$ cat src/logic/fast_read_pkg.sv
`default_nettype none

package fast_read_pkg;

    // opcodes served by the read engine
    localparam logic [7:0] OP_QUAD_OUT = 8'h6b;
    localparam logic [7:0] OP_DUAL_IO  = 8'hbb;
    localparam logic [7:0] OP_QUAD_IO  = 8'heb;
    localparam logic [7:0] OP_WORD_IO  = 8'he7;
    localparam logic [7:0] OP_MODE_RST = 8'hff;

    // phase lengths in bits and dummy clocks
    localparam logic [4:0] OPC_BITS       = 5'd8;
    localparam logic [4:0] ADDR_BITS      = 5'd24;
    localparam logic [4:0] MODE_BITS      = 5'd8;
    localparam int         DUMMY_QUAD_OUT = 8;
    localparam logic [3:0] DUMMY_QUAD_IO  = 4'd4;
    localparam logic [3:0] DUMMY_WORD_IO  = 4'd2;

    // register map, byte addresses
    localparam logic [11:0] REG_CTRL   = 12'h000;
    localparam logic [11:0] REG_STATUS = 12'h004;
    localparam logic [11:0] REG_ADDR   = 12'h008;

    // control field positions and reset values
    localparam int         CTRL_QE      = 0;
    localparam int         CTRL_QPI     = 1;
    localparam int         CTRL_WRAP_LO = 4;
    localparam int         CTRL_DSEL_LO = 8;
    localparam int         CTRL_MCLR    = 16;
    localparam logic [2:0] WRAP_RESET   = 3'b001;
    localparam logic [1:0] DSEL_RESET   = 2'b00;

    localparam logic [1:0] RESP_OKAY   = 2'b00;
    localparam logic [1:0] RESP_SLVERR = 2'b10;

    typedef enum logic [2:0] {
        ST_IDLE   = 3'b000,
        ST_CMD    = 3'b001,
        ST_ADDR   = 3'b010,
        ST_MODE   = 3'b011,
        ST_DUMMY  = 3'b100,
        ST_DATA   = 3'b101,
        ST_IGNORE = 3'b110
    } state_t;

    typedef enum logic [1:0] {
        CMD_QOUT = 2'b00,
        CMD_DUAL = 2'b01,
        CMD_QIO  = 2'b10,
        CMD_WORD = 2'b11
    } cmd_t;

    typedef struct packed {
        logic        awvalid;
        logic [11:0] awaddr;
        logic        wvalid;
        logic [31:0] wdata;
        logic [3:0]  wstrb;
        logic        bready;
        logic        arvalid;
        logic [11:0] araddr;
        logic        rready;
    } axi_m2s_t;

    typedef struct packed {
        logic        awready;
        logic        wready;
        logic        bvalid;
        logic [1:0]  bresp;
        logic        arready;
        logic        rvalid;
        logic [31:0] rdata;
        logic [1:0]  rresp;
    } axi_s2m_t;

endpackage

`default_nettype wire

$ cat src/logic/fast_read_engine.sv
// The implementer's own choices: the AXI4-Lite interface to the registers and the register offsets.
`timescale 1ns/1ps
`default_nettype none

module fast_read_engine
    import fast_read_pkg::*;
#(
    parameter int QOUT_DUMMY = DUMMY_QUAD_OUT
)
(
    // clock and reset
    input  wire logic     clk_sys,
    input  wire logic     rst,
    // register bus
    input  wire axi_m2s_t axi_i,
    output axi_s2m_t      axi_o,
    // serial link pins
    input  wire logic     sclk,
    input  wire logic     cs_n,
    input  wire logic [3:0] io_i,
    output logic [3:0]    io_o,
    output logic [3:0]    io_oe,
    // flash array read port
    output logic [23:0]   mem_addr,
    input  wire logic [7:0] mem_rdata
);

    if (QOUT_DUMMY < 1 || QOUT_DUMMY > 15)
    begin : g_chk
        $error("QOUT_DUMMY must lie in 1..15");
    end

    // ********************************
    // pin synchronisers and edges
    // ********************************
    logic [5:0] pin_m_q;
    logic [5:0] pin_s_q;
    logic       sclk_p_q;
    logic       cs_p_q;
    logic       cs_s;
    logic       sclk_s;
    logic [3:0] io_s;
    logic       sclk_rise;
    logic       sclk_fall;
    logic       cs_fall;
    logic       cs_rise;

    // all pins pass two flops; edges compare the second stage with a third flop
    always_ff @(posedge clk_sys)
    begin
        if (rst)
        begin
            pin_m_q  <= 6'h20;
            pin_s_q  <= 6'h20;
            sclk_p_q <= 1'b0;
            cs_p_q   <= 1'b1;
        end
        else
        begin
            pin_m_q  <= {cs_n, sclk, io_i};
            pin_s_q  <= pin_m_q;
            sclk_p_q <= pin_s_q[4];
            cs_p_q   <= pin_s_q[5];
        end
    end

    assign cs_s      = pin_s_q[5];
    assign sclk_s    = pin_s_q[4];
    assign io_s      = pin_s_q[3:0];
    assign sclk_rise = sclk_s & ~sclk_p_q & ~cs_s;
    assign sclk_fall = ~sclk_s & sclk_p_q & ~cs_s;
    assign cs_fall   = ~cs_s & cs_p_q;
    assign cs_rise   = cs_s & ~cs_p_q;

    // ********************************
    // register bus slave
    // ********************************
    logic        awready_q;
    logic        wready_q;
    logic        bvalid_q;
    logic [1:0]  bresp_q;
    logic        arready_q;
    logic        rvalid_q;
    logic [31:0] rdata_q;
    logic [1:0]  rresp_q;
    logic        aw_have_q;
    logic        w_have_q;
    logic [11:0] awaddr_q;
    logic [31:0] wdata_q;
    logic [3:0]  wstrb_q;
    logic        wr_go;
    logic [31:0] rd_mux;
    logic        rd_hit;

    logic        qe_q;
    logic        qpi_q;
    logic [2:0]  wrap_q;
    logic [1:0]  dsel_q;
    logic        mclr_q;
    state_t      state_q;
    cmd_t        cmd_q;
    logic [7:0]  mode_q;
    logic [23:0] mem_addr_q;
    logic        skip_q;

    assign wr_go = aw_have_q & w_have_q & ~bvalid_q;

    // write channel: address and data taken in either order
    always_ff @(posedge clk_sys)
    begin
        if (rst)
        begin
            awready_q <= 1'b1;
            wready_q  <= 1'b1;
            bvalid_q  <= 1'b0;
            bresp_q   <= RESP_OKAY;
            aw_have_q <= 1'b0;
            w_have_q  <= 1'b0;
            awaddr_q  <= 12'h000;
            wdata_q   <= 32'h0000_0000;
            wstrb_q   <= 4'h0;
        end
        else
        begin
            if (axi_i.awvalid && awready_q)
            begin
                aw_have_q <= 1'b1;
                awaddr_q  <= axi_i.awaddr;
                awready_q <= 1'b0;
            end
            if (axi_i.wvalid && wready_q)
            begin
                w_have_q <= 1'b1;
                wdata_q  <= axi_i.wdata;
                wstrb_q  <= axi_i.wstrb;
                wready_q <= 1'b0;
            end
            if (wr_go)
            begin
                bvalid_q  <= 1'b1;
                bresp_q   <= (awaddr_q == REG_CTRL) ? RESP_OKAY : RESP_SLVERR;
                aw_have_q <= 1'b0;
                w_have_q  <= 1'b0;
            end
            if (bvalid_q && axi_i.bready)
            begin
                bvalid_q  <= 1'b0;
                awready_q <= 1'b1;
                wready_q  <= 1'b1;
            end
        end
    end

    // control fields, per byte lane; mode clear is a one-cycle pulse
    always_ff @(posedge clk_sys)
    begin
        if (rst)
        begin
            qe_q   <= 1'b0;
            qpi_q  <= 1'b0;
            wrap_q <= WRAP_RESET;
            dsel_q <= DSEL_RESET;
            mclr_q <= 1'b0;
        end
        else
        begin
            mclr_q <= 1'b0;
            if (wr_go && awaddr_q == REG_CTRL)
            begin
                if (wstrb_q[0])
                begin
                    qe_q   <= wdata_q[CTRL_QE];
                    qpi_q  <= wdata_q[CTRL_QPI];
                    wrap_q <= wdata_q[CTRL_WRAP_LO +: 3];
                end
                if (wstrb_q[1])
                begin
                    dsel_q <= wdata_q[CTRL_DSEL_LO +: 2];
                end
                if (wstrb_q[2])
                begin
                    mclr_q <= wdata_q[CTRL_MCLR];
                end
            end
        end
    end

    // read data selection; unmapped offsets read zero with an error
    always_comb
    begin
        rd_mux = 32'h0000_0000;
        rd_hit = 1'b1;
        case (axi_i.araddr)
            REG_CTRL:
            begin
                rd_mux[CTRL_QE]           = qe_q;
                rd_mux[CTRL_QPI]          = qpi_q;
                rd_mux[CTRL_WRAP_LO +: 3] = wrap_q;
                rd_mux[CTRL_DSEL_LO +: 2] = dsel_q;
            end
            REG_STATUS: rd_mux = {19'h0, ~cs_s, state_q, skip_q, mode_q};
            REG_ADDR:   rd_mux = {8'h00, mem_addr_q};
            default:    rd_hit = 1'b0;
        endcase
    end

    // read channel: one read in flight
    always_ff @(posedge clk_sys)
    begin
        if (rst)
        begin
            arready_q <= 1'b1;
            rvalid_q  <= 1'b0;
            rdata_q   <= 32'h0000_0000;
            rresp_q   <= RESP_OKAY;
        end
        else if (axi_i.arvalid && arready_q)
        begin
            arready_q <= 1'b0;
            rvalid_q  <= 1'b1;
            rdata_q   <= rd_mux;
            rresp_q   <= rd_hit ? RESP_OKAY : RESP_SLVERR;
        end
        else if (rvalid_q && axi_i.rready)
        begin
            rvalid_q  <= 1'b0;
            arready_q <= 1'b1;
        end
    end

    assign axi_o = '{awready: awready_q, wready: wready_q,
                     bvalid: bvalid_q, bresp: bresp_q,
                     arready: arready_q, rvalid: rvalid_q,
                     rdata: rdata_q, rresp: rresp_q};

    // ********************************
    // serial read engine
    // ********************************
    logic [23:0] shin_q;
    logic [4:0]  bcnt_q;
    logic [3:0]  dmy_q;
    logic [7:0]  osh_q;
    logic [2:0]  obit_q;
    logic [3:0]  io_o_q;
    logic [3:0]  io_oe_q;
    logic [4:0]  win;
    logic [4:0]  nb;
    logic [23:0] sh_nx;
    logic [7:0]  word;
    logic        ow4;
    logic [2:0]  nobit;
    logic        byte_end;
    logic        wrap_on;
    logic [5:0]  wmask;
    logic [23:0] a_inc;
    logic [23:0] a_nx;
    logic [3:0]  mode_dmy;

    assign skip_q = (mode_q[5:4] == 2'b10);

    // lanes per clock for the phase in progress
    always_comb
    begin
        if (qpi_q || (state_q != ST_CMD && (cmd_q == CMD_QIO || cmd_q == CMD_WORD)))
            win = 5'd4;
        else if (state_q != ST_CMD && cmd_q == CMD_DUAL)
            win = 5'd2;
        else
            win = 5'd1;
    end

    always_comb
    begin
        case (win)
            5'd1:    sh_nx = {shin_q[22:0], io_s[0]};
            5'd2:    sh_nx = {shin_q[21:0], io_s[1:0]};
            default: sh_nx = {shin_q[19:0], io_s};
        endcase
    end

    assign nb = bcnt_q + win;

    // dummy clocks left after the mode byte
    always_comb
    begin
        if (qpi_q)
            mode_dmy = {1'b0, dsel_q, 1'b0};
        else if (cmd_q == CMD_QIO)
            mode_dmy = DUMMY_QUAD_IO;
        else if (cmd_q == CMD_WORD)
            mode_dmy = DUMMY_WORD_IO;
        else
            mode_dmy = 4'd0;
    end

    // outgoing byte and wrap-aware next address
    assign ow4      = (cmd_q != CMD_DUAL);
    assign word     = (obit_q == 3'd0) ? mem_rdata : osh_q;
    assign nobit    = obit_q + (ow4 ? 3'd4 : 3'd2);
    assign byte_end = (nobit == 3'd0);
    assign a_inc    = mem_addr_q + 24'h000001;
    assign wrap_on  = ~wrap_q[0] & ~qpi_q & (cmd_q == CMD_QIO || cmd_q == CMD_WORD);

    always_comb
    begin
        case (wrap_q[2:1])
            2'b00:   wmask = 6'h07;
            2'b01:   wmask = 6'h0f;
            2'b10:   wmask = 6'h1f;
            default: wmask = 6'h3f;
        endcase
    end

    assign a_nx = wrap_on ? {mem_addr_q[23:6], (mem_addr_q[5:0] & ~wmask) | (a_inc[5:0] & wmask)} : a_inc;

    // command sequencer; select high always wins over link edges
    always_ff @(posedge clk_sys)
    begin
        if (rst)
        begin
            state_q    <= ST_IDLE;
            cmd_q      <= CMD_QOUT;
            mode_q     <= 8'h00;
            shin_q     <= 24'h000000;
            bcnt_q     <= 5'd0;
            dmy_q      <= 4'd0;
            mem_addr_q <= 24'h000000;
            osh_q      <= 8'h00;
            obit_q     <= 3'd0;
            io_o_q     <= 4'h0;
            io_oe_q    <= 4'h0;
        end
        else
        begin
            if (mclr_q)
                mode_q <= 8'h00;
            if (cs_s)
            begin
                state_q <= ST_IDLE;
                io_oe_q <= 4'h0;
            end
            else if (cs_fall)
            begin
                bcnt_q <= 5'd0;
                obit_q <= 3'd0;
                if (skip_q && (qe_q || cmd_q == CMD_DUAL))
                    state_q <= ST_ADDR;
                else
                    state_q <= ST_CMD;  // full opcode expected
            end
            else if (sclk_rise)
            begin
                unique case (state_q)
                    ST_CMD:
                    begin
                        shin_q <= sh_nx;
                        bcnt_q <= nb;
                        if (nb == OPC_BITS)
                        begin
                            bcnt_q  <= 5'd0;
                            state_q <= ST_IGNORE;
                            // disabled quad opcodes fall to ignore
                            if (sh_nx[7:0] == OP_MODE_RST)
                                mode_q <= 8'h00;  // mode reset opcode
                            else if (sh_nx[7:0] == OP_QUAD_OUT && qe_q && !qpi_q)
                            begin
                                cmd_q   <= CMD_QOUT;
                                state_q <= ST_ADDR;
                            end
                            else if (sh_nx[7:0] == OP_DUAL_IO && !qpi_q)
                            begin
                                cmd_q   <= CMD_DUAL;
                                state_q <= ST_ADDR;
                            end
                            else if (sh_nx[7:0] == OP_QUAD_IO && qe_q)
                            begin
                                cmd_q   <= CMD_QIO;
                                state_q <= ST_ADDR;
                            end
                            else if (sh_nx[7:0] == OP_WORD_IO && qe_q && !qpi_q)
                            begin
                                cmd_q   <= CMD_WORD;
                                state_q <= ST_ADDR;
                            end
                        end
                    end
                    ST_ADDR:
                    begin
                        shin_q <= sh_nx;
                        bcnt_q <= nb;
                        if (nb == ADDR_BITS)
                        begin
                            bcnt_q     <= 5'd0;
                            mem_addr_q <= sh_nx;
                            if (cmd_q == CMD_WORD)
                                mem_addr_q[0] <= 1'b0;
                            if (cmd_q == CMD_QOUT)
                            begin
                                dmy_q   <= 4'(QOUT_DUMMY);
                                state_q <= ST_DUMMY;
                            end
                            else
                                state_q <= ST_MODE;
                        end
                    end
                    ST_MODE:
                    begin
                        shin_q <= sh_nx;
                        bcnt_q <= nb;
                        if (nb == MODE_BITS)
                        begin
                            // whole byte kept, bits 5:4 used
                            bcnt_q <= 5'd0;
                            mode_q <= sh_nx[7:0];
                            dmy_q  <= mode_dmy;
                            state_q <= (mode_dmy == 4'd0) ? ST_DATA : ST_DUMMY;
                        end
                    end
                    ST_DUMMY:
                    begin
                        dmy_q <= dmy_q - 4'd1;
                        if (dmy_q == 4'd1)
                            state_q <= ST_DATA;
                    end
                    ST_IDLE, ST_DATA, ST_IGNORE:
                    begin
                        bcnt_q <= bcnt_q;
                    end
                    default:
                    begin
                        state_q <= ST_IGNORE;
                    end
                endcase
            end
            else if (sclk_fall && state_q == ST_DATA)
            begin
                // nibble per fall on four lanes, or two bits per fall on two lanes for dual
                io_o_q  <= ow4 ? word[7:4] : {2'b00, word[7:6]};
                io_oe_q <= ow4 ? 4'hf : 4'h3;
                osh_q   <= ow4 ? {word[3:0], 4'h0} : {word[5:0], 2'b00};
                obit_q  <= nobit;
                if (byte_end)
                    mem_addr_q <= a_nx;
            end
        end
    end

    assign io_o     = io_o_q;
    assign io_oe    = io_oe_q;
    assign mem_addr = mem_addr_q;
endmodule

`default_nettype wire

$ cat config.mk
export PLATFORM = sky130hd
export DESIGN_NAME = fast_read_engine
export DESIGN_NICKNAME = d
export VERILOG_FILES = /design/src/logic/fast_read_pkg.sv /design/src/logic/fast_read_engine.sv
export SDC_FILE = /design/constraint.sdc
export NUM_CORES = 1
export LEC_CHECK = 0
export ABC_AREA = 1
export BUFFER_PORTS_ARGS = -buffer_cell sky130_fd_sc_hd__buf_2
export CAP_MARGIN = 20
export CORE_UTILIZATION = 40
export DETAILED_ROUTE_END_ITERATION = 7
export GPL_TIMING_DRIVEN = 0
export PLACE_DENSITY = 0.6
export SETUP_SLACK_MARGIN = 0.02
export SKIP_LAST_GASP = 1
export SYNTH_ARGS = -nofsm -noshare
export SYNTH_HDL_FRONTEND = slang
export SYNTH_SLANG_ARGS = --single-unit
$ cat constraint.sdc
create_clock -name clk_sys -period 5.76 [get_ports clk_sys]
set_input_delay 0.864 -clock clk_sys [delete_from_list [all_inputs] [get_ports clk_sys]]
set_output_delay 0.864 -clock clk_sys [all_outputs]
set_load 0.03 [all_outputs]
### Yosys cells after proc, flatten, opt, wreduce, memory -nomap -nowiden

Index checks and enable logic that the tools add are counted.

* add/subtract/negate cells: 4
* eq/ne operators: 38
* multiplexer cells: 71
* bitwise gates (word level): 24
* reductions and logical operators: 56

Operators by type and width (count)
* two-way mux 24 bit: 6
* two-way mux 8 bit: 9
* two-way mux 3 bit: 19
* one-hot mux 24 bit (2 select lines): 1
* equality test 8 bit, second input constant: 4
* one-hot mux 14 bit (2 select lines): 1
* adder 24 x 1 -> 24 bit, second input constant: 1
* zero test 12 bit: 2
* AND reduction 7 bit: 3
* two-way mux 4 bit: 5
* two-way mux 5 bit: 4
* two-way mux 2 bit: 9
* one-hot mux 6 bit (3 select lines): 1
* logical AND 1 bit: 16
* one-hot mux 8 bit (2 select lines): 1
* one-hot mux 3 bit (5 select lines): 1
* bitwise AND 6 bit: 2
* equality test 12 x 3 -> 1 bit, second input constant: 1
* equality test 12 x 4 -> 1 bit, second input constant: 1
* != test 3 bit, second input constant: 4
* one-hot mux 2 bit (3 select lines): 2
* one-hot mux 4 bit (3 select lines): 1
* AND reduction 6 bit: 2
* OR reduction 3 bit: 4
* 38 further kinds: 93

* bits in registers: 185
* word-level logic and storage cells: 227

### Depth between registers and ports, before layout

Gate-level depths: netlist (run 1).

* word-level depth: 19
* gate-level depth with buffers: 20
* depth with buffers taken out: 20

### Worst setup path before layout (run 1)

No wires, ideal clock.

* path kind: register to register
* start: register cmd_q[1]
* end: register mem_addr_q[5] (netlist: mem_addr[5])
* arrival time: 2.648 ns
* required time: 5.636 ns
* slack: 2.988 ns
* stages on the path, launching flop included: 20
* buffers on the path: 0
* path through: dfxtp_1 -> inv_4 -> nand2_4 -> inv_2 -> nand2_2 -> inv_1 -> nor2_4 -> ha_1 -> fa_1 -> xor2_1 -> nor3_1 -> nand2_1 -> nor2_1 -> a21oi_1 -> inv_1 -> nand2_1 -> inv_2 -> o21ai_0 -> o21ai_0 -> a21oi_1

* cells in the longest elaborated chain, start to end: 10

Ends and longest elaborated chain
* start, declared: line fast_read_engine.sv:101 `cmd_t cmd_q;`
* start signal, assigned: line fast_read_engine.sv:322 `cmd_q <= CMD_QOUT;`
* start signal, assigned: line fast_read_engine.sv:367 `cmd_q <= CMD_QOUT;`
* start signal, assigned: line fast_read_engine.sv:372 `cmd_q <= CMD_DUAL;`
* branches (longest 10 deep; another with adder 5 bit)
* end signal, assigned: line fast_read_engine.sv:394 `mem_addr_q <= sh_nx;`
* end signal, assigned: line fast_read_engine.sv:443 `mem_addr_q <= a_nx;`
* end, declared: line fast_read_engine.sv:103 `logic [23:0] mem_addr_q;`

Parallel ways; which one is timed is not known. The select of a mux whose other input is x is not followed.
A chain may end at the register's enable or synchronous reset.

### Worst setup path after layout (run 1)

* start: register qpi_q
* end: register mem_addr_q[23] (netlist: mem_addr[23])

* cells in the longest elaborated chain, start to end: 7

Ends and longest elaborated chain
* start, declared: line fast_read_engine.sv:96 `logic qpi_q;`
* start signal, assigned: line fast_read_engine.sv:173 `qpi_q <= wdata_q[CTRL_QPI];`
* branches (longest 7 deep; another with adder 5 bit)

Parallel ways; which one is timed is not known. The select of a mux whose other input is x is not followed.

==> results of run 1 <==
## metal layers
metal / part of all wire / GRT usage
met1: 0.47 / 0.3268
met2: 0.45 / 0.3885
met3: 0.061 / 0.04577
met4: 0.021 / 0.07684
met5: 0 / 0
## Yosys cell counts, types with 2 or more instances
cell | number | area, um2
sky130_fd_sc_hd__nand2_4 | 3 | 33.78
sky130_fd_sc_hd__nand3_1 | 43 | 215.2
sky130_fd_sc_hd__nand3_4 | 3 | 52.55
sky130_fd_sc_hd__or2_2 | 5 | 31.28
sky130_fd_sc_hd__or2_0 | 2 | 12.51
sky130_fd_sc_hd__nor2_1 | 154 | 578.1
sky130_fd_sc_hd__nand4_1 | 10 | 62.56
sky130_fd_sc_hd__o21ai_1 | 7 | 35.03
sky130_fd_sc_hd__a31oi_1 | 12 | 75.07
sky130_fd_sc_hd__nor4_1 | 7 | 43.79
sky130_fd_sc_hd__buf_6 | 2 | 22.52
sky130_fd_sc_hd__xnor2_1 | 2 | 17.52
sky130_fd_sc_hd__nand2_1 | 175 | 656.9
sky130_fd_sc_hd__ha_1 | 7 | 87.58
sky130_fd_sc_hd__clkinv_1 | 2 | 7.510
sky130_fd_sc_hd__buf_2 | 5 | 25.02
sky130_fd_sc_hd__xor2_1 | 5 | 43.79
sky130_fd_sc_hd__nor2_2 | 5 | 31.28
sky130_fd_sc_hd__nor2_4 | 2 | 22.52
sky130_fd_sc_hd__a32oi_1 | 2 | 17.52
sky130_fd_sc_hd__dfxtp_1 | 161 | 3223
sky130_fd_sc_hd__inv_1 | 144 | 540.5
sky130_fd_sc_hd__a22oi_1 | 11 | 82.58
sky130_fd_sc_hd__nor3_4 | 2 | 32.53
sky130_fd_sc_hd__a21oi_1 | 109 | 545.5
sky130_fd_sc_hd__nor3_1 | 23 | 115.1
sky130_fd_sc_hd__buf_1 | 3 | 11.26
sky130_fd_sc_hd__nand2_2 | 2 | 12.51
sky130_fd_sc_hd__inv_2 | 12 | 45.04
sky130_fd_sc_hd__o21ai_0 | 133 | 665.6
sky130_fd_sc_hd__mux2_2 | 2 | 22.52
sky130_fd_sc_hd__o22ai_1 | 14 | 87.58
sky130_fd_sc_hd__buf_4 | 18 | 135.1
sky130_fd_sc_hd__o211ai_1 | 17 | 127.6
sky130_fd_sc_hd__o221ai_1 | 11 | 96.34
sky130_fd_sc_hd__clkbuf_1 | 32 | 120.1
sky130_fd_sc_hd__mux2i_1 | 4 | 40.04
sky130_fd_sc_hd__o31ai_1 | 2 | 15.01
## sequential cells by signal (all words and copies together) (netlist names), 5 cells and up
name      flops
mem_addr     24
rdata_q      24
shin_q       23
awaddr_q     12
mode_q        8
wdata_q       8
osh_q         6
pin_m_q       6
pin_s_q       6
bcnt_q        5
## worst max-delay path: stages, from the launching register on
cell                      delay [ps]
sky130_fd_sc_hd__dfxtp_1         380
sky130_fd_sc_hd__inv_2           120
sky130_fd_sc_hd__buf_4           210
sky130_fd_sc_hd__nand4_4         220
sky130_fd_sc_hd__inv_2           170
sky130_fd_sc_hd__buf_2           270
sky130_fd_sc_hd__fa_1            480
sky130_fd_sc_hd__nor3_1          240
sky130_fd_sc_hd__nand2_1         160
sky130_fd_sc_hd__nor2_1          160
sky130_fd_sc_hd__a21oi_1          80
sky130_fd_sc_hd__inv_1           140
sky130_fd_sc_hd__nand2_1          80
sky130_fd_sc_hd__nor2_2          320
sky130_fd_sc_hd__inv_1           190
sky130_fd_sc_hd__nand2_1          90
sky130_fd_sc_hd__a21oi_1          60
## worst min-delay path by stage
| stage | slack [ps] | to | startpoint | cells past startpoint |
|---|---|---|---|---|
| global route | 420 | pin_s_q[3] | pin_m_q[3] | 2 |
| floorplan | 390 | pin_s_q[0] | pin_m_q[0] | 2 |
| finish | 400 | pin_s_q[4] | pin_m_q[4] | 2 |
| detailed placement | 400 | pin_s_q[2] | pin_m_q[2] | 2 |
| CTS | 410 | pin_s_q[4] | pin_m_q[4] | 2 |
| global placement | 400 | pin_s_q[3] | pin_m_q[3] | 2 |
## cell type report
type                            count  area, um2
Buffer                             61      329.1
Clock buffer                       17      425.4
Clock inverter                     15      163.9
Fill cell                        2096      10430
Inverter                          159      599.3
Multi-Input combinational cell    804       4136
Sequential cell                   161       3223
Tap cell                          270      337.8
Timing Repair Buffer              118      590.6
## power groups by stage
stage | sequential, mW | combinational [mW] | clock, mW
after detailed placement | 1.19 | 0.180 | 0
after floorplan | 1.20 | 0.100 | 0
final | 1.16 | 0.180 | 1.14
after global routing | 1.16 | 0.199 | 1.21
after CTS | 1.16 | 0.181 | 1.15
after global placement | 1.19 | 0.179 | 0
## per-stage QoR
stage,cells,setup WS [ps],power [mW]
2_1_floorplan,1185,2988,1.302
3_3_place_gp,1573,2297,1.366
3_5_place_dp,1573,2295,1.367
4_1_cts,1605,2266,2.496
5_1_grt,1605,1941,2.571
6_report,1605,2227,2.481
## cells by family (layout without fill, tap and decap cells)
family          after synthesis  after routing
other cells                   1             10
buf+inv                     220            370
compound gates              329            329
flops                       161            161
fa+ha+maj                     8              8
simple gates                442            442
xor+xnor                      9              9
mux                           6              6
==> metrics.json, run 1 <==
{
  "outcome": "finished clean",
  "timing.critical_path.required_ps": 6050,
  "tritoncts.num_buffers": 17,
  "synth_xor_area_frac": 0.01137,
  "finalInstanceArea_um2": 9806,
  "crit_type": "reg -> reg",
  "hpwlAfterDp_mm": 19.08,
  "worst-slew-pin-transition_ps": 815.8,
  "boundaryPins": 154,
  "cts.reportedPaths.clkPinSlew_ps": 70,
  "routed_wirelength_mm": 25.18,
  "floorplan.initialDensity": 0.4079,
  "yosys_register_bits": 161,
  "syn_area_um2": 8254,
  "rr_endpoint": "mem_addr[23]",
  "hold-worst-slack_ps": 402.0,
  "grt_start_max_net_pins": 19,
  "total_leakage_power_nw": 4.231,
  "p_seq_frac": 0.468,
  "synth_to_final_area_change_pct": 18.80,
  "synth_seq_area_share": 0.3905,
  "comb_power_share": 0.073,
  "drv_slew": 0,
  "final_net_count": 1411,
  "placement.cell_area_um2": 9216,
  "synth-edff-count": 0,
  "worst_r2r_path_depth": 16,
  "cts.path.max_buffers": 2,
  "synth-async-reset-ratio": 0,
  "largest_family_of_logic_cells_by_synthesized_area": "simple AND/OR/NAND/NOR gates",
  "vdd.ir_drop.worst_mv": 0.1974,
  "p_switching_mw": 0.6928,
  "first_pass_grt_wire_length_mm": 40.16,
  "max-slew-margin-rel": 0.4541,
  "max_freq_mhz": 283.1,
  "final_core_utilization": 0.4846,
  "gr-usage-all-layers": 0.2416,
  "die_x_um": 145.7,
  "yosys_warnings": 0,
  "power.density_cell_area_nw_per_um2": 253.0,
  "synth_compound_gate_area_share": 0.2245,
  "worstSetupStartpoint": "qpi_q",
  "fp.dieArea_um2": 21210,
  "crit_path_end_kind": "register",
  "finalSetupViolCount": 0,
  "place.gp.congestion": 0.9171,
  "critPathLaunchType": "register",
  "pwr-share-clk": 0.460,
  "synth.area.mux_share": 0.007579,
  "crit_arrival_ps": 3820,
  "grt_antenna_before_repair": 0,
  "share_of_synthesized_cell_area_in_and_or_nand_and_nor_gates": 0.2401,
  "first_pass_iters": 7,
  "finalClockSkew_ps": 13.02,
  "drt_drc_violations_left": 0,
  "part_of_the_cycle_the_worst_path_needs": 0.6133,
  "drtIter0Drc": 688,
  "post_route_cells_drive_above_1_share": 0.1670,
  "critical_path.reg2reg.startpoint": "qpi_q",
  "postCtsHoldBufs": 0,
  "clock_sinks": 161,
  "min-delay-path-class": "reg -> reg",
  "cell_internal_pwr_mw": 1.788,
  "swShare": 0.2792,
  "ctsRootBufferMaster": "sky130_fd_sc_hd__clkbuf_16",
  "synth_fa_ha_area_frac": 0.01304,
  "drv.max_cap_violation_count": 0,
  "dominantRegCellSynth": "sky130_fd_sc_hd__dfxtp_1",
  "finalWorstPathRequiredPeriod_ps": 3533,
  "layout_common_cells": "175 x sky130_fd_sc_hd__nand2_1, 161 x sky130_fd_sc_hd__dfxtp_1, 154 x sky130_fd_sc_hd__nor2_1",
  "average_vias_per_placed_instance": 5.169,
  "tns_ps": 0,
  "antenna_cells": 0,
  "via_count_of_the_first_global_routing_pass": 7663,
  "final_antenna_net_count": 0,
  "vias": 8296,
  "rsz0062_at_grt": "false",
  "cp_max_fo": 11,
  "post_cts.resized_instances": 0,
  "syn-mean-instance-area_um2": 7.019,
  "clock_tree_from_tritoncts": "built",
  "overflow": 0,
  "clock_insertion_delay_worst_skew_ps": 450,
  "row_count": 52,
  "netlist-cell-type-count": 61,
  "ff2ff_setup_slack_ps": 2230,
  "ctsHtreeMaxLevel": 4,
  "finalHoldViolations": 0,
  "final_common_cell": "sky130_fd_sc_hd__nand2_1",
  "post_synth_inst_count": 1176,
  "routedWlPerCell_um": 15.69,
  "numPortBuffers": 118,
  "dieHeight_um": 145.7,
  "cts_post_setup_buffers_inserted": 0,
  "cp-endpoint": "mem_addr[23]",
  "design.core.area_um2": 20230
}
(Power assumes the default switching activity.)
==> inputs of run 2 (changes only) <==
--- a/config.mk
+++ b/config.mk
@@ -5,7 +5,7 @@
 export SDC_FILE = /design/constraint.sdc
 export NUM_CORES = 1
 export LEC_CHECK = 0
-export ABC_AREA = 1
+export ABC_AREA = 0
 export BUFFER_PORTS_ARGS = -buffer_cell sky130_fd_sc_hd__buf_2
 export CAP_MARGIN = 20
 export CORE_UTILIZATION = 40
==> constraint.sdc (replaced) <==
create_clock -name clk_sys -period 3.3 [get_ports clk_sys]
set_input_delay 0.495 -clock clk_sys [delete_from_list [all_inputs] [get_ports clk_sys]]
set_output_delay 0.495 -clock clk_sys [all_outputs]
set_load 0.03 [all_outputs]
==> run 2 against run 1 <==
The flow now finishes with violations (setup timing). Hold slack worse by 170 ps. Clock skew hardly changed. Fmax increased by 2.1%. Clock power up 74%. Synthesized cell count down 17%. Combinational power grew 130%. First-iteration DRC count grew 7.3%. Setup slack got worse by 2400 ps. Power rose by 77%. Global-route usage up 0.84 points. Design area up 1.0%. Sequential share of layout area shrank 0.26 points.
==> metrics.json, run 2 <==
{
  "outcome": "complete, but fails checks",
  "failed_checks": "setup timing",
  "synth_to_final_area_change_pct": 25.70,
  "post_route_cells_drive_above_1_share": {"value": 0.2242, "change": "+0.05720"},
  "finalHoldViolations": {"value": 0, "change": "unchanged"},
  "grt_start_max_net_pins": {"value": 23, "change": "+4"},
  "worst_r2r_path_depth": {"value": 11, "change": "-5"},
  "numPortBuffers": {"value": 115, "change": "-2.5%"},
  "non_filler_instance_count_after_layout": {"value": 1415, "change": "-12%"},
  "drv_slew": {"value": 0, "change": "unchanged"},
  "dpl_worst_slack": {"value": -748.2, "unit": "ps", "change": "-3043 ps"},
  "routedWlPerCell": {"value": 18.08, "unit": "um", "change": "+15%"},
  "ff2ff_setup_slack": {"value": -160, "unit": "ps", "change": "-2390 ps"},
  "final_worst_path_setup_slack": {"value": -159.2, "unit": "ps", "change": "-2387 ps"},
  "final_antenna_net_count": {"value": 0, "change": "unchanged"},
  "final_common_cell": "sky130_fd_sc_hd__dfxtp_1",
  "final_net_count": {"value": 1231, "change": "-13%"},
  "clock_insertion_delay_worst_skew": {"value": 450, "unit": "ps", "change": "about the same"},
  "dominantRegCellSynth": "sky130_fd_sc_hd__dfxtp_1",
  "overflow": {"value": 0, "change": "unchanged"},
  "ctsHtreeMaxLevel": {"value": 4, "change": "unchanged"},
  "synth_seq_area_share": {"value": 0.4090, "change": "+0.01847"},
  "post_synth_inst_count": {"value": 973, "change": "-17%"},
  "max-slew-margin-rel": {"value": 0.2759, "change": "-0.1782"},
  "synth-async-reset-ratio": {"value": 0, "change": "unchanged"},
  "row_count": {"value": 50, "change": "-3.8%"},
  "synth-edff-count": {"value": 0, "change": "unchanged"},
  "clock_sinks": {"value": 161, "change": "unchanged"},
  "antenna_cells": {"value": 0, "change": "unchanged"},
  "worst-path-stages": {"value": 11, "change": "-5"},
  "ctsRootBufferMaster": "sky130_fd_sc_hd__clkbuf_16",
  "synth_largest_area_cell": "sky130_fd_sc_hd__dfxtp_1",
  "multi_input_comb_area": {"value": 4443, "unit": "um2", "change": "+7.4%"},
  "finalWorstPathRequiredPeriod": {"value": 3459, "unit": "ps", "change": "-73.45 ps"},
  "finalSetupViolCount": {"value": 18, "change": "+18"},
  "max_freq": {"value": 289.1, "unit": "MHz", "change": "+2.1%"},
  "yosys_register_bits": {"value": 161, "change": "unchanged"},
  "dp_cells": {"value": 1357, "change": "-14%"},
  "tritoncts.num_buffers": {"value": 17, "change": "unchanged"},
  "layout.filler_cells": {"value": 1833, "change": "-13%"},
  "drt_drc_violations_left": {"value": 0, "change": "unchanged"},
  "clock_tree_from_tritoncts": "built",
  "average_vias_per_placed_instance": {"value": 5.660, "change": "+9.5%"},
  "worstSetupStartpoint": "state_q[2]",
  "cp-endpoint": "mem_addr[8]",
  "synthDominantCellAreaShare": {"value": 0.4090, "change": "+0.01847"},
  "drtIter0Drc": {"value": 738, "change": "+7.3%"},
  "dieHeight": {"value": 142.4, "unit": "um", "change": "-2.3%"},
  "rr_endpoint": "mem_addr[8]",
  "routed_wirelength": {"value": 25.58, "unit": "mm", "change": "+1.6%"},
  "worst_path_largest_cell_delay": {"value": 430, "unit": "ps", "change": "-50 ps"},
  "synth.area.top_cells": "sky130_fd_sc_hd__dfxtp_1 41%, sky130_fd_sc_hd__nand2_1 6.9%, sky130_fd_sc_hd__a21oi_1 5.7%",
  "total_leakage_power": {"value": 3.809, "unit": "nW", "change": "-10%"},
  "layout_common_cells": "157 x sky130_fd_sc_hd__dfxtp_1, 143 x sky130_fd_sc_hd__nand2_1, 117 x sky130_fd_sc_hd__buf_2",
  "worstHoldPathCells": {"value": 2, "change": "unchanged"},
  "worst-slew-pin-transition": {"value": 1086, "unit": "ps", "change": "+270.4 ps"},
  "finalClockSkew": {"value": 13.08, "unit": "ps", "change": "+0.05840 ps"},
  "grt_antenna_before_repair": {"value": 1, "change": "+1"},
  "first_pass_grt_wire_length": {"value": 38.73, "unit": "mm", "change": "-3.6%"},
  "postCtsHoldBufs": {"value": 0, "change": "unchanged"},
  "critical_path.reg2reg.startpoint": "state_q[2]",
  "timing.critical_path.slowest_stage_cell": "sky130_fd_sc_hd__fa_2",
  "critPathLaunchType": "register",
  "crit_type": "reg -> reg",
  "vias": {"value": 8009, "change": "-3.5%"},
  "syn_area": {"value": 7881, "unit": "um2", "change": "-4.5%"},
  "vdd.ir_drop.worst": {"value": 0.3395, "unit": "mV", "change": "+72%"},
  "via_count_of_the_first_global_routing_pass": {"value": 7206, "change": "-6.0%"},
  "hpwlAfterDp": {"value": 18.03, "unit": "mm", "change": "-5.5%"},
  "drv.max_cap_violation_count": {"value": 0, "change": "unchanged"},
  "synth_top_cells_by_count": "161 x sky130_fd_sc_hd__dfxtp_1, 144 x sky130_fd_sc_hd__nand2_1, 98 x sky130_fd_sc_hd__nor2_1, 89 x sky130_fd_sc_hd__a21oi_1, 49 x sky130_fd_sc_hd__clkbuf_1",
  "syn-mean-instance-area": {"value": 8.100, "unit": "um2", "change": "+15%"},
  "die_x": {"value": 142.4, "unit": "um", "change": "-2.3%"},
  "worstPathCellList": "or3b_4 -> a21oi_4 -> ha_4 -> fa_2 -> or3_4 -> a2111oi_4 -> a21o_1 -> a21boi_4 -> buf_6 -> o211a_1 -> nor3_1",
  "cp_max_fo": {"value": 6, "change": "-5"},
  "finalInstanceArea": {"value": 9907, "unit": "um2", "change": "+1.0%"},
  "yosys_warnings": {"value": 0, "change": "unchanged"},
  "fp.dieArea": {"value": 20270, "unit": "um2", "change": "-4.5%"},
  "cts.path.max_buffers": {"value": 2, "change": "unchanged"},
  "place.gp.congestion": {"value": 0.8968, "change": "-2.2%"},
  "rsz0062_at_grt": "true",
  "timing.critical_path.required": {"value": 3600, "unit": "ps", "change": "-2450 ps"},
  "power.density_cell_area": {"value": 443.6, "unit": "nW/um2", "change": "+75%"},
  "register_area": {"value": 3231, "unit": "um2", "change": "+0.23%"},
  "cts.reportedPaths.clkPinSlew": {"value": 70, "unit": "ps", "change": "about the same"},
  "gr-usage-all-layers": {"value": 0.2501, "change": "+0.008428"},
  "design.core.area": {"value": 19020, "unit": "um2", "change": "-6.0%"},
  "crit_path_end_kind": "register",
  "boundaryPins": {"value": 154, "change": "unchanged"},
  "cp.buffers_inverters": {"value": 1, "change": "-5"},
  "min-delay-path-class": "in -> reg",
  "yosysMostFrequentCell": "sky130_fd_sc_hd__dfxtp_1",
  "floorplan.initialDensity": {"value": 0.4144, "change": "+0.006481"},
  "path_delay_family": "compound AO/OA/AOI/OAI gates",
  "placement.cell_area": {"value": 8900, "unit": "um2", "change": "-3.4%"},
  "part_of_the_cycle_the_worst_path_needs": {"value": 1.048, "change": "+0.4349"},
  "crit_arrival": {"value": 3760, "unit": "ps", "change": "-60 ps"},
  "netlist-cell-type-count": {"value": 77, "change": "+26%"},
  "first_pass_iters": {"value": 8, "change": "+1"}
}
[run 2: changes by cell type in the layout (fill, tap and decap cells not counted), moves of 17 or more]
cell	change
sky130_fd_sc_hd__nand2_1	-32
sky130_fd_sc_hd__a211oi_1	+31
sky130_fd_sc_hd__nor2b_1	+22
sky130_fd_sc_hd__buf_4	+25
sky130_fd_sc_hd__nor2_1	-56
sky130_fd_sc_hd__inv_1	-121
sky130_fd_sc_hd__a21oi_1	-26
sky130_fd_sc_hd__mux2i_1	+17
sky130_fd_sc_hd__o21ai_0	-91
[run 2: cells by family (layout without fill, tap and decap cells)]
logic type	count (synthesis)	after routing	synth area share
adder cells (fa/ha/maj)	8	8	0.01365
buffers and inverters	105	277	0.06096
XOR/XNOR	8	8	0.01064
flip-flops	161	161	0.4090
AND/OR/NAND/NOR	386	386	0.2296
AO/OA/AOI/OAI	281	282	0.2462
other	1	10	0.0004758
multiplexers	23	23	0.02953
[run 2: worst min path at each step]
stage	from	end	slack, ps
3_3_place_gp	pin_m_q[5]	pin_s_q[5]	390
5_1_grt	cs_n	pin_m_q[5]	220
2_1_floorplan	pin_m_q[5]	pin_s_q[5]	390
3_5_place_dp	pin_m_q[5]	pin_s_q[5]	390
6_report	cs_n	pin_m_q[5]	230
4_1_cts	cs_n	pin_m_q[5]	220
[run 2: report_power, final]
group	internal, mW	switching [mW]
combinational	0.150	0.265
sequential	1.98	0.0210
clock	1.07	0.912
total	3.20	1.20
[run 2: per-stage QoR]
step                hold slack (ps)  utilization  setup TNS, ps  power [mW]
finish                        228.4       0.5209          -1551       4.394
global placement              393.1       0.4680         -20970       2.434
floorplan                     389.5            -          -2078       2.309
global route                  217.2       0.5209          -2659       4.553
detailed placement            394.1       0.4680         -21270       2.435
CTS                           219.1       0.5114          -3132       4.402
[run 2: repair_timing]
action                                  CTS  global route
endpoints found under the setup margin   43            41
pin swaps                                21            20
gates cloned                              2             2
setup buffers                            18            10
gates resized for setup                  31            31
endpoints found under the hold margin     0             0
[run 2: final cells by class]
cell class | count | area share
Tap cell | 260 | 0.03284
Clock buffer | 18 | 0.04332
Sequential cell | 161 | 0.3261
Clock inverter | 14 | 0.01440
Multi-Input combinational cell | 717 | 0.4485
Timing Repair Buffer | 146 | 0.08512
Inverter | 23 | 0.008714
Buffer | 76 | 0.04105
[run 2: metal layers]
metal  GRT usage  vias up  part of all wire
met5           0        -           0.00031
met4      0.1177        2             0.036
met3     0.05888       67             0.068
met2      0.3914      310              0.46
met1      0.3241     3776              0.44
li1            -     3854                 -
==> inputs of run 3 (changes only) <==
==> constraint.sdc (replaced) <==
create_clock -name clk_sys -period 3.9 [get_ports clk_sys]
set_input_delay 0.585 -clock clk_sys [delete_from_list [all_inputs] [get_ports clk_sys]]
set_output_delay 0.585 -clock clk_sys [all_outputs]
set_load 0.03 [all_outputs]
==> run 3 against run 2 <==
The flow now finishes without violations. Design area down 3.4%. Flip-flop and latch count unchanged. Non-clock buffer count is 20 lower. Clock skew decreased by 4.2 ps. Power down 14%. Cell count is 1.5% lower. Register-to-register slack improved by 330 ps. Via count shrank 2.7%. Critical endpoint is now mem_addr[10]. Largest cell class unchanged. Largest power group is now clock. Highest routed layer unchanged.
==> metrics.json, run 3 (synthesized netlist as in run 2, its figures left out) <==
{
  "timing.critical_path.mode_cell": "sky130_fd_sc_hd__buf_6",
  "first_pass_grt_wire_length": {"value": 38.24, "unit": "mm", "change": "-1.3%"},
  "antenna_cells": {"value": 0, "change": "unchanged"},
  "finalHoldViolations": {"value": 0, "change": "unchanged"},
  "timing.critical_path.slowest_stage_cell": "sky130_fd_sc_hd__clkbuf_1",
  "routing_usage_on_met3": {"value": 0.05081, "change": "-0.008075"},
  "synth_to_final_area_change_pct": 21.48,
  "clock_sinks": {"value": 161, "change": "unchanged"},
  "numPortBuffers": {"value": 115, "change": "unchanged"},
  "total_leakage_power": {"value": 3.673, "unit": "nW", "change": "-3.6%"},
  "grt_use_met1": {"value": 0.3241, "change": "about the same"},
  "vdd.ir_drop.worst": {"value": 0.3060, "unit": "mV", "change": "-9.9%"},
  "postCtsHoldBufs": {"value": 0, "change": "unchanged"},
  "drv.max_cap_violation_count": {"value": 0, "change": "unchanged"},
  "worstPathCellList": "buf_6 -> or3b_4 -> a21oi_4 -> buf_6 -> buf_6 -> ha_4 -> fa_1 -> or3_4 -> a2111oi_4 -> a21o_1 -> clkbuf_1 -> a22oi_1 -> nor2_1",
  "drt_drc_violations_left": {"value": 0, "change": "unchanged"},
  "critical_path.reg2reg.startpoint": "state_q[1]",
  "post_route_cells_drive_above_1_share": {"value": 0.1905, "change": "-0.03377"},
  "part_of_the_cycle_the_worst_path_needs": {"value": 0.9553, "change": "-0.09299"},
  "ctsHtreeMaxLevel": {"value": 4, "change": "unchanged"},
  "drv_slew": {"value": 0, "change": "unchanged"},
  "crit_path_end_kind": "register",
  "finalSetupViolCount": {"value": 0, "change": "-18"},
  "routedWlPerCell": {"value": 17.63, "unit": "um", "change": "-2.5%"},
  "cp.buffers_inverters": {"value": 4, "change": "+3"},
  "worst_path_largest_cell_delay": {"value": 460, "unit": "ps", "change": "+30 ps"},
  "design.core.area": {"value": 19020, "unit": "um2", "change": "unchanged"},
  "timing.critical_path.required": {"value": 4260, "unit": "ps", "change": "+660 ps"},
  "power.total": {"value": 3.763, "unit": "mW", "change": "-14%"},
  "vias": {"value": 7792, "change": "-2.7%"},
  "clock_insertion_delay_worst_skew": {"value": 430, "unit": "ps", "change": "-20 ps"},
  "overflow": {"value": 0, "change": "unchanged"},
  "layout_common_cells": "161 x sky130_fd_sc_hd__dfxtp_1, 144 x sky130_fd_sc_hd__nand2_1, 118 x sky130_fd_sc_hd__buf_2",
  "die_x": {"value": 142.4, "unit": "um", "change": "unchanged"},
  "final_net_count": {"value": 1210, "change": "-1.7%"},
  "grt_antenna_before_repair": {"value": 1, "change": "unchanged"},
  "min-delay-path-class": "in -> reg",
  "rsz0062_at_grt": "false",
  "ctsRootBufferMaster": "sky130_fd_sc_hd__clkbuf_16",
  "top_usage_layer": "met2",
  "ff2ff_setup_slack": {"value": 170, "unit": "ps", "change": "+330 ps"},
  "max_freq": {"value": 268.4, "unit": "MHz", "change": "-7.1%"},
  "outcome": "finished clean",
  "tritoncts.num_buffers": {"value": 17, "change": "unchanged"},
  "worstSetupStartpoint": "state_q[1]",
  "via_count_of_the_first_global_routing_pass": {"value": 7182, "change": "-0.33%"},
  "dieHeight": {"value": 142.4, "unit": "um", "change": "unchanged"},
  "finalWorstPathRequiredPeriod": {"value": 3726, "unit": "ps", "change": "+266.3 ps"},
  "multi_input_comb_area": {"value": 4293, "unit": "um2", "change": "-3.4%"},
  "fp.dieArea": {"value": 20270, "unit": "um2", "change": "unchanged"},
  "hold-worst-slack": {"value": 334.4, "unit": "ps", "change": "+106.0 ps"},
  "final_antenna_net_count": {"value": 0, "change": "unchanged"},
  "critPathLaunchType": "register",
  "register_area": {"value": 3223, "unit": "um2", "change": "-0.23%"},
  "final_common_cell": "sky130_fd_sc_hd__dfxtp_1",
  "first_pass_iters": {"value": 7, "change": "-1"},
  "cts.path.max_buffers": {"value": 2, "change": "unchanged"},
  "average_vias_per_placed_instance": {"value": 5.590, "change": "-1.2%"},
  "finalClockSkew": {"value": 8.925, "unit": "ps", "change": "-4.151 ps"},
  "path_delay_family": "compound AO/OA/AOI/OAI gates",
  "hpwlAfterDp": {"value": 18.11, "unit": "mm", "change": "+0.43%"},
  "routed_wirelength": {"value": 24.57, "unit": "mm", "change": "-3.9%"},
  "clock_tree_from_tritoncts": "built",
  "final_core_utilization": {"value": 0.5034, "change": "-0.01750"},
  "hold_start": "cs_n",
  "floorplan.initialDensity": {"value": 0.4144, "change": "unchanged"},
  "drtIter0Drc": {"value": 718, "change": "-2.7%"},
  "layout.filler_cells": {"value": 1927, "change": "+5.1%"},
  "worst-slew-pin-transition": {"value": 1141, "unit": "ps", "change": "+54.52 ps"},
  "cts.reportedPaths.clkPinSlew": {"value": 70, "unit": "ps", "change": "about the same"},
  "row_count": {"value": 50, "change": "unchanged"},
  "grt_start_max_net_pins": {"value": 21, "change": "-8.7%"},
  "grt.met2_usage": {"value": 0.3950, "change": "+0.003612"},
  "placement.cell_area": {"value": 8817, "unit": "um2", "change": "-0.93%"},
  "crit_type": "reg -> reg",
  "finalInstanceArea": {"value": 9574, "unit": "um2", "change": "-3.4%"},
  "boundaryPins": {"value": 154, "change": "unchanged"},
  "crit_arrival": {"value": 4090, "unit": "ps", "change": "+330 ps"},
  "max-slew-margin-rel": {"value": 0.2395, "change": "-0.03635"},
  "power.density_cell_area": {"value": 393.0, "unit": "nW/um2", "change": "-11%"},
  "place.gp.congestion": {"value": 0.9055, "change": "+0.97%"},
  "cp_max_fo": {"value": 10, "change": "+4"},
  "gr-usage-all-layers": {"value": 0.2454, "change": "-0.004669"},
  "tns": {"value": 0, "unit": "ps", "change": "+1551 ps"}
}
run 3: cell types whose count changed in the layout (fill, tap and decap cells not counted), sizes merged:
cell      change
inv           -2
bufinv        +1
clkinvlp      +1
a21o          -1
buf          -20
run 3: path summary, 6_finish.rpt:
check	endpoint	depth (start not counted)
worst max-delay path	mem_addr[10]	13
worst min-delay path	pin_m_q[5]	2
worst max register to register	mem_addr[10]	13
worst min register to register	pin_s_q[5]	1
run 3: repair_timing:
item | CTS | global route
setup endpoints to repair | 38 | 29
pin swaps | 2 | 7
resized for setup | 16 | 11
gates cloned | 0 | 1
setup buffers | 2 | 4
run 3: layer usage:
layer,vias up,share of wire
li1,3798,-
met1,3635,0.45
met2,314,0.46
met3,43,0.068
met4,2,0.023
met5,-,0.00053
run 3: report_power, final:
group          total (mW)  switching [mW]  internal [mW]
logic               0.339           0.214          0.125
registers            1.69          0.0182           1.68
clock network        1.73           0.763          0.967
total                3.76           0.995           2.77
run 3: worst register-to-register path, stage by stage, from the launching register on:
cell and delay, ps:
sky130_fd_sc_hd__dfxtp_1 310, sky130_fd_sc_hd__buf_6 140, sky130_fd_sc_hd__or3b_4 400, sky130_fd_sc_hd__a21oi_4 180, sky130_fd_sc_hd__buf_6 130, sky130_fd_sc_hd__buf_6 150, sky130_fd_sc_hd__ha_4 150, sky130_fd_sc_hd__fa_1 420
sky130_fd_sc_hd__or3_4 420, sky130_fd_sc_hd__a2111oi_4 330, sky130_fd_sc_hd__a21o_1 280, sky130_fd_sc_hd__clkbuf_1 460, sky130_fd_sc_hd__a22oi_1 170, sky130_fd_sc_hd__nor2_1 120
run 3: metrics by stage:
stage | instances | setup WS [ps]
after CTS | 1390 | 49.77
after global routing | 1394 | 12.50
after detailed placement | 1357 | -741.6
final | 1394 | 174.5
after global placement | 1357 | -788.8
after floorplan | 982 | 43.90
run 3: cell type report:
type,instances,share of cell area
Multi-Input combinational cell,716,0.4484
Sequential cell,161,0.3366
Timing Repair Buffer,122,0.06573
Clock buffer,18,0.04482
Buffer,80,0.04352
Tap cell,260,0.03398
Clock inverter,14,0.01790
Inverter,23,0.009017
